File: config.mk
export PLATFORM = sky130hd
export DESIGN_NAME = dcod_terminal_flat
export DESIGN_NICKNAME = d
export VERILOG_FILES = /design/src/dcod_pkg.sv /design/src/dcod_link_if.sv /design/src/dcod_terminal.sv /design/src/flat_wrapper.sv
export VERILOG_INCLUDE_DIRS = /design/src
export SDC_FILE = /design/constraint.sdc
export NUM_CORES = 2
export LEC_CHECK = 0
export ABC_CLOCK_PERIOD_IN_PS = 53600
export BUFFER_PORTS_ARGS = -buffer_cell sky130_fd_sc_hd__buf_4
export CORE_UTILIZATION = 40
export DETAILED_ROUTE_END_ITERATION = 8
export REMOVE_ABC_BUFFERS = 1
export SYNTH_ARGS = -nofsm -noshare
export SYNTH_HDL_FRONTEND = slang
export SYNTH_SLANG_ARGS = --single-unit
File: constraint.sdc
create_clock -name clock -period 53.6 [get_ports clock]
set_clock_uncertainty 0.15 [all_clocks]
set_input_delay 16.08 -clock clock [delete_from_list [all_inputs] [get_ports clock]]
set_output_delay 16.08 -clock clock [all_outputs]
set_load 0.03 [all_outputs]
File: src/dcod_defs.svh
// constants shared by both ends of the current-output link
`ifndef DCOD_DEFS_SVH
`define DCOD_DEFS_SVH

`define DCOD_CLK_MHZ      200
`define DCOD_WD_MS        100
`define DCOD_WD_CYCLES    (`DCOD_WD_MS * 1000 * `DCOD_CLK_MHZ)

`define DCOD_IDX_MOFF     6'd19
`define DCOD_IDX_MGAIN    6'd20
`define DCOD_IDX_CODE     6'd31
`define DCOD_IDX_FEAT     6'd32
`define DCOD_IDX_UOFF     6'd33
`define DCOD_IDX_UGAIN    6'd34
`define DCOD_IDX_SUBST    6'd35
`define DCOD_IDX_PAR_LO   6'd16
`define DCOD_IDX_PAR_HI   6'd47

`define DCOD_UNLOCK       16'h1235
`define DCOD_GAIN_ONE     16'h0100
`define DCOD_GAIN_SHIFT   8
`define DCOD_ZERO16       16'h0000
`define DCOD_FEAT_RST     16'h0000
`define DCOD_FEAT_USER    0
`define DCOD_FEAT_MFR     1

`define DCOD_CB_REG       7
`define DCOD_CB_WNR       6
`define DCOD_CB_ADDR_MSB  5
`define DCOD_STAT_IDLE    8'h00

`define DCOD_DAC_MSB      14
`define DCOD_DAC_LSB      3
`define DCOD_DAC_ZERO     12'h000
`define DCOD_MAX16        16'h7fff
`define DCOD_MIN16        16'h8000
`define DCOD_SAT_MAX      33'sh0_0000_7fff
`define DCOD_SAT_MIN      33'sh1_ffff_8000

`define DCOD_A_CTRL       8'h00
`define DCOD_A_CH0        8'h04
`define DCOD_A_CH1        8'h08
`define DCOD_A_IRQST      8'h0c
`define DCOD_A_IRQMSK     8'h10
`define DCOD_CTRL_GO      8
`define DCOD_CH_DATA_LSB  8
`define DCOD_CH_DATA_MSB  23

`endif

File: src/dcod_pkg.sv
// state types for both ends of the current-output link
package dcod_pkg;

    typedef struct packed {
        logic [1:0][15:0] code;
        logic [1:0][15:0] feat;
        logic [1:0][15:0] mOff;
        logic [1:0][15:0] mGain;
        logic [1:0][15:0] uOff;
        logic [1:0][15:0] uGain;
        logic [1:0][15:0] subst;
        logic [1:0][15:0] proc;
        logic [1:0][15:0] rdData;
        logic [1:0][7:0]  stat;
        logic [1:0][24:0] wdCnt;
        logic [1:0]       alive;
        logic [1:0][11:0] dac;
    } dcod_term_type;

    typedef struct packed {
        logic [1:0]       mapCtl;
        logic [1:0][15:0] outWord;
        logic [1:0][7:0]  ctl;
        logic             xfer;
        logic             pend;
        logic [1:0]       irqSt;
        logic [1:0]       irqMsk;
        logic             irq;
        logic [31:0]      prdata;
        logic             pready;
        logic             pslverr;
    } dcod_cpl_type;

endpackage : dcod_pkg

File: src/dcod_link_if.sv
// process image link between coupler and two-channel output terminal
`timescale 1ns/1ps
interface dcod_link_if;
    logic             xfer;
    logic [1:0][15:0] outWord;
    logic [1:0][7:0]  ctlByte;
    logic [1:0][15:0] inWord;
    logic [1:0][7:0]  statByte;

    modport term (
        input  xfer,
        input  outWord,
        input  ctlByte,
        output inWord,
        output statByte
    );

    modport coupler (
        output xfer,
        output outWord,
        output ctlByte,
        input  inWord,
        input  statByte
    );
endinterface : dcod_link_if

File: src/dcod_terminal.sv
// terminal end: per-channel scaling, watchdog and register set
// Operation
// - process word is signed twos complement
// - converter code has twelve bits
// - alive indicator drops after 100 ms silence
// - expired watchdog drives user substitute value
// - no scaling passes word unchanged
// - single stage: offset plus gain times word
// - both stages: manufacturer first, then user
// - feature register bits enable scaling stages
// - 16-bit word plus optional control/status byte
// - unmapped control: four output data bytes
// - register access needs mapped control byte
// - control byte sits in low byte
// - control bit7 register mode, bit6 write
// - unlock code guards parameter writes
//
// Decided for this implementation: the register offsets and register access over APB.
`timescale 1ns/1ps
`include "dcod_defs.svh"
module dcod_terminal
    import dcod_pkg::*;
#(
    parameter int unsigned WD_CYCLES = `DCOD_WD_CYCLES
) (
    input  wire logic             clock,
    input  wire logic             nrst,
    dcod_link_if.term             link,
    output logic      [1:0][11:0] dacCode,
    output logic      [1:0]       channelAlive
);

    localparam logic [24:0] WD_LAST = 25'(WD_CYCLES - 1);

    dcod_term_type s_q;
    dcod_term_type s_d;

    logic [1:0][15:0] mfrOut;
    logic [1:0][15:0] usrIn;
    logic [1:0][15:0] usrOut;
    logic [1:0][15:0] scaled;
    logic [1:0][11:0] procCode;
    logic [1:0][11:0] substCode;

    // user stage takes the manufacturer result only when that stage is on
    for (genvar g = 0; g < 2; g++) begin : g_chan
        assign usrIn[g] = s_q.feat[g][`DCOD_FEAT_MFR] ? mfrOut[g]
                                                      : s_q.proc[g];
        assign scaled[g] = s_q.feat[g][`DCOD_FEAT_USER] ? usrOut[g]
                                                        : usrIn[g];
        dcod_lin_stage u_mfr_stage (
            .x    (s_q.proc[g]),
            .off  (s_q.mOff[g]),
            .gain (s_q.mGain[g]),
            .y    (mfrOut[g])
        );
        dcod_lin_stage u_usr_stage (
            .x    (usrIn[g]),
            .off  (s_q.uOff[g]),
            .gain (s_q.uGain[g]),
            .y    (usrOut[g])
        );
        dcod_dac_map u_proc_map (
            .word (scaled[g]),
            .code (procCode[g])
        );
        // substitute is a process-scale word and skips both stages
        dcod_dac_map u_subst_map (
            .word (s_q.subst[g]),
            .code (substCode[g])
        );
    end

    function automatic logic is_param(input logic [5:0] idx);
        is_param = (idx >= `DCOD_IDX_PAR_LO) && (idx <= `DCOD_IDX_PAR_HI);
    endfunction : is_param

    always_comb begin
        logic [15:0] w;
        logic [5:0]  idx;
        logic        unlocked;
        logic [7:0]  cb;
        w = `DCOD_ZERO16;
        idx = '0;
        unlocked = 1'b0;
        cb = '0;
        s_d = s_q;
        for (int i = 0; i < 2; i++) begin
            cb = link.ctlByte[i];
            w = link.outWord[i];
            idx = cb[`DCOD_CB_ADDR_MSB:0];
            unlocked = (s_q.code[i] == `DCOD_UNLOCK);
            // watchdog counts silence only; any transfer rearms it
            if (link.xfer) begin
                s_d.wdCnt[i] = '0;
                s_d.alive[i] = 1'b1;
            end else if (s_q.wdCnt[i] == WD_LAST) begin
                s_d.alive[i] = 1'b0;
            end else begin
                s_d.wdCnt[i] = s_q.wdCnt[i] + 25'd1;
            end
            if (link.xfer && cb[`DCOD_CB_REG]) begin
                // register mode: data word carries register traffic
                if (cb[`DCOD_CB_WNR]) begin
                    if (idx == `DCOD_IDX_CODE) begin
                        s_d.code[i] = w;
                    end else if (unlocked && is_param(idx)) begin
                        case (idx)
                            `DCOD_IDX_MOFF: s_d.mOff[i] = w;
                            `DCOD_IDX_MGAIN: s_d.mGain[i] = w;
                            `DCOD_IDX_FEAT: s_d.feat[i] = w;
                            `DCOD_IDX_UOFF: s_d.uOff[i] = w;
                            `DCOD_IDX_UGAIN: s_d.uGain[i] = w;
                            `DCOD_IDX_SUBST: s_d.subst[i] = w;
                            default: s_d.subst[i] = s_q.subst[i];
                        endcase
                    end
                end
                case (idx)
                    `DCOD_IDX_CODE: begin
                        s_d.rdData[i] = unlocked ? s_q.code[i]
                                                 : `DCOD_ZERO16;
                    end
                    `DCOD_IDX_MOFF: s_d.rdData[i] = s_q.mOff[i];
                    `DCOD_IDX_MGAIN: s_d.rdData[i] = s_q.mGain[i];
                    `DCOD_IDX_FEAT: s_d.rdData[i] = s_q.feat[i];
                    `DCOD_IDX_UOFF: s_d.rdData[i] = s_q.uOff[i];
                    `DCOD_IDX_UGAIN: s_d.rdData[i] = s_q.uGain[i];
                    `DCOD_IDX_SUBST: s_d.rdData[i] = s_q.subst[i];
                    default: s_d.rdData[i] = `DCOD_ZERO16;
                endcase
                // echo marks completion to the coupler
                s_d.stat[i] = cb;
            end else if (link.xfer) begin
                s_d.proc[i] = w;
                s_d.stat[i] = `DCOD_STAT_IDLE;
            end
            // selection follows the registered indicator, so a transfer
            // after expiry never shows the stale word for one cycle
            if (s_q.alive[i]) begin
                s_d.dac[i] = procCode[i];
            end else begin
                s_d.dac[i] = substCode[i];
            end
        end
    end

    always_ff @(posedge clock or negedge nrst) begin
        if (!nrst) begin
            s_q.code <= '0;
            s_q.feat <= {2{`DCOD_FEAT_RST}};
            s_q.mOff <= {2{`DCOD_ZERO16}};
            s_q.mGain <= {2{`DCOD_GAIN_ONE}};
            s_q.uOff <= {2{`DCOD_ZERO16}};
            s_q.uGain <= {2{`DCOD_GAIN_ONE}};
            s_q.subst <= {2{`DCOD_ZERO16}};
            s_q.proc <= {2{`DCOD_ZERO16}};
            s_q.rdData <= {2{`DCOD_ZERO16}};
            s_q.stat <= {2{`DCOD_STAT_IDLE}};
            s_q.wdCnt <= '0;
            s_q.alive <= '0;
            s_q.dac <= {2{`DCOD_DAC_ZERO}};
        end else begin
            s_q <= s_d;
        end
    end

    assign dacCode = s_q.dac;
    assign channelAlive = s_q.alive;
    assign link.inWord = s_q.rdData;
    assign link.statByte = s_q.stat;

endmodule : dcod_terminal

// one straight-line stage: offset plus gain times word, saturated
module dcod_lin_stage
    import dcod_pkg::*;
#(
    parameter int unsigned FRAC = `DCOD_GAIN_SHIFT
) (
    input  wire logic [15:0] x,
    input  wire logic [15:0] off,
    input  wire logic [15:0] gain,
    output logic      [15:0] y
);

    logic signed [31:0] prod;
    logic signed [32:0] sum;

    // gain is signed with FRAC fraction bits, offset a signed word;
    // clamping keeps an overflow from folding to the opposite rail
    always_comb begin
        prod = $signed(gain) * $signed(x);
        sum = 33'(prod >>> FRAC) + 33'($signed(off));
        if (sum > `DCOD_SAT_MAX) begin
            y = `DCOD_MAX16;
        end else if (sum < `DCOD_SAT_MIN) begin
            y = `DCOD_MIN16;
        end else begin
            y = sum[15:0];
        end
    end

endmodule : dcod_lin_stage

// converter code from a signed word: negative clamps to zero current
module dcod_dac_map
    import dcod_pkg::*;
#(
    parameter int unsigned MSB = `DCOD_DAC_MSB,
    parameter int unsigned LSB = `DCOD_DAC_LSB
) (
    input  wire logic [15:0] word,
    output logic      [11:0] code
);

    always_comb begin
        if (word[15]) begin
            code = `DCOD_DAC_ZERO;
        end else begin
            code = word[MSB:LSB];
        end
    end

endmodule : dcod_dac_map

File: src/flat_wrapper.sv
// flat-port wrapper written by rule: the top's interface ports become plain ports
module dcod_terminal_flat import dcod_pkg::*;
#(
    parameter int unsigned WD_CYCLES = `DCOD_WD_CYCLES
)
  (clock, nrst, dacCode, channelAlive, link_xfer, link_outWord, link_ctlByte, link_inWord, link_statByte);
  dcod_link_if link_i ();
  input  wire logic clock;
  input  wire logic nrst;
  output logic      [1:0][11:0] dacCode;
  output logic      [1:0] channelAlive;
  input wire logic [$bits(link_i.xfer)-1:0] link_xfer;
  input wire logic [$bits(link_i.outWord)-1:0] link_outWord;
  input wire logic [$bits(link_i.ctlByte)-1:0] link_ctlByte;
  output wire logic [$bits(link_i.inWord)-1:0] link_inWord;
  output wire logic [$bits(link_i.statByte)-1:0] link_statByte;
  assign link_i.xfer = link_xfer;
  assign link_i.outWord = link_outWord;
  assign link_i.ctlByte = link_ctlByte;
  assign link_inWord = link_i.inWord;
  assign link_statByte = link_i.statByte;
  dcod_terminal #(.WD_CYCLES(WD_CYCLES)) u_core (.clock(clock), .nrst(nrst), .link(link_i), .dacCode(dacCode), .channelAlive(channelAlive));
endmodule
==> metrics.yaml <==
grt:
  grt_pass1_vias: 47300
  grt_remaining_overflow: 0
  grt_util_all_layers_pct: 21.8
  antenna_found_initial: 2
  grt_pass1_wl_um: 263000
  grt_max_degree: 106
synthesis:
  ys_types: 88
  ys_top_cells_by_area: "fa_1 35%, dfrtp_1 16%, ha_1 8.9%"
  ys_ff_latch: 380
  seq_area_frac_synth_pct: 15.7
  yosys_warnings: 0
  synth_area_sq_um: 60500
  synth_top_area_share_pct: 34.7
  synthFlopType: "dfrtp_1"
  netlist_instances: 6403
  synth_edf_count: 0
  syn_avg_cell_area_sq_um: 9.45
  synth_top_area_cell: "fa_1"
  synth-async-reset-ratio_pct: 100
setup_path:
  max_stage_delay_ns: 0.96
  crit_fanout: 18
  path_common_cell: "fa_1"
  startpoint_type: "flip-flop"
  critPathKind: "flip-flop to flip-flop"
  r2r_cells: 66
  rrSetupSlack_ns: 34.01
  regToRegEndpoint: "u_core.dacCode[11]$_DFF_PN0_"
  crit_path_end_kind: "flip-flop"
  crit_arrival_ns: 19.89
  slowest_stage: "dfrtp_1"
  crit_end: "u_core.dacCode[11]$_DFF_PN0_"
  crit_required_ns: 53.90
  critPathLaunch: "u_core.s_q[134]$_DFFE_PN0P_"
  worstReg2RegStart: "u_core.s_q[134]$_DFFE_PN0P_"
routing:
  highest_layer: "met4"
  vias_per_cell: 5.22
  vias: 43700
  drc: 0
  detail-route-antenna-nets: 0
  wl_met3_um: 7970
  wl_um: 161000
  drt_iter0_drc: 2550
  dr.pass1.iters: 6
  dr_wl_met2_um: 81200
  wl_met1_um: 67600
  wl_per_cell_um: 19.3
sta:
  setup_viol: 0
  min_period_ns: 19.59
  finalWorstSetupSlack_ns: 34.01
  slew_violations: 0
  hold_violations: 0
  tns_ns: 0
  max_freq_ghz: 0.0511
  relSlewSlack_pct: 12.0
  fin_crit_sh_pct: 36.5
  grt_setup_unrepaired: "false"
  tightestPinTransition_ns: 1.31
power_and_ir_drop:
  power_frac_clock_pct: 33.9
  swShare_pct: 37.4
  leakage_uw: 0.0327
  vdd_drop_max_v: 0.0000215
  power_frac_seq_pct: 37.5
  p_sw_uw: 325
  p_comb_share_pct: 28.6
  internal_power_uw: 543
  powerDensity_nw_per_um2: 13.5
cells_and_area:
  layout.nets: 7843
  drive_gt1_share_pct: 9.11
  syn_to_final_growth_pct: 6.47
  layout_commonest_cell: "inv_1"
  final_cell_mix: "1213 x inv_1, 1048 x fa_1, 671 x nand2_1"
floorplan:
  chipWidth_um: 391
  io_pins: 125
  dieHeight_um: 391
  rows: 142
  core_area_sq_um: 150000
  start_util_pct: 40.4
  die-area_sq_um: 153000
clock_tree:
  insertion_delay_ns: 0.60
  ctsLongestPathBuffers: 3
  holdBufCountCts: 0
  cts_setup_buffers: 0
  cts_root_buffer: "clkbuf_16"
  cts.sinks: 380
  htree_levels: 2
  cts.repair.resized: 0
  path_clk_slew_ns: 0.07
  tritoncts: "built"
  cts_made_buffers: 42
placement:
  place_ws_ns: 33.91
  numPortBuffers: 124
  gp_congestion: 0.890
  hpwl_um: 126000
status:
  status: "complete, no violations"
worst_hold_path:
  hold_path.class: "flip-flop to flip-flop"
flow_run:
  drv_cap: 0
[synthesized netlist by cell type (40+ instances only)]
cell type,instances
a21o_1,76
a21oi_1,182
a22oi_1,55
and2_1,424
buf_4,75
clkbuf_1,225
dfrtp_1,376
fa_1,1048
ha_1,430
inv_1,1213
mux2_2,248
nand2_1,671
nand3_1,61
nor2_1,289
nor2b_1,107
nor3_1,45
o21ai_0,135
o21ai_1,40
xnor2_1,160
xor2_1,71
[layout make-up]
cell class | count | area (sq um)
fill | 14800 | 85500
multi-input combinational | 4493 | 45100
sequential | 380 | 9510
inverter | 1213 | 4550
tap | 2016 | 2520
timing repair buffer | 184 | 1390
clock buffer | 56 | 1180
clock inverter | 21 | 198
antenna | 1 | 2.50
[how the worst min path moves through the flow]
stage	start	endpoint	slack, ns	cells past startpoint
floorplan	u_core.s_q[176]$_DFFE_PN0P_	u_core.dacCode[13]$_DFF_PN0_	0.31	2
global placement	u_core.link.inWord[28]$_DFFE_PN0P_	u_core.link.inWord[28]$_DFFE_PN0P_	0.31	1
detailed placement	u_core.link.inWord[0]$_DFFE_PN0P_	u_core.link.inWord[0]$_DFFE_PN0P_	0.32	1
CTS	u_core.link.inWord[28]$_DFFE_PN0P_	u_core.link.inWord[28]$_DFFE_PN0P_	0.34	1
global route	u_core.link.inWord[28]$_DFFE_PN0P_	u_core.link.inWord[28]$_DFFE_PN0P_	0.35	1
finish	u_core.link.inWord[17]$_DFFE_PN0P_	u_core.link.inWord[17]$_DFFE_PN0P_	0.33	2
[worst max-delay path, delay by kind of cell (launching register included)]
| kind | cells | cell delay (ns) |
|---|---|---|
| simple gates | 14 | 3.81 |
| xor+xnor | 3 | 0.52 |
| buf+inv | 5 | 0.25 |
| fa+ha+maj | 16 | 6.99 |
| compound gates | 28 | 6.74 |
| flops | 1 | 0.96 |
[state kept, by name (all words and copies together) (netlist names)]
signal / flops
u_core.channelAlive: 2
u_core.s_q: 306
u_core.dacCode: 24
u_core.link.inWord: 32
u_core.link.statByte: 16
[per-stage QoR]
stage	utilization [%]	area (sq um)	power [uW]	instances	hold WS [ns]
6_report	43.0	64400	868	8364	0.326
5_1_grt	43.0	64400	912	8363	0.345
4_1_cts	43.0	64400	875	8362	0.335
3_5_place_dp	42.0	63000	579	8285	0.322
3_3_place_gp	42.0	63000	576	8285	0.313
2_1_floorplan	-	59000	466	6086	0.314
[power groups by stage]
stage / Combinational, uW / Sequential [uW] / Clock [uW]
6_report: 248 / 325 / 294
5_1_grt: 274 / 327 / 311
4_1_cts: 251 / 325 / 300
3_5_place_dp: 249 / 330 / 0
3_3_place_gp: 246 / 330 / 0
2_1_floorplan: 141 / 324 / 0
[per-layer routing]
metal,GRT usage [%],vias to the layer above
li1,-,19800
met1,28.3,22600
met2,38.6,1116
met3,2.64,224
met4,5.29,0
met5,0,-
[cells by family (layout without fill, tap and decap cells)]
family | Yosys count | after routing | share of synthesized area [%]
buffers and inverters | 1530 | 1474 | 9.96
adder cells (fa/ha/maj) | 1478 | 1478 | 43.6
AND/OR/NAND/NOR | 1776 | 1776 | 14.4
flip-flops | 380 | 380 | 15.7
other | 0 | 1 | 0
AO/OA/AOI/OAI | 756 | 756 | 8.39
multiplexers | 252 | 252 | 4.68
XOR/XNOR | 231 | 231 | 3.34
Note: power is estimated with default switching activity, not from simulation.
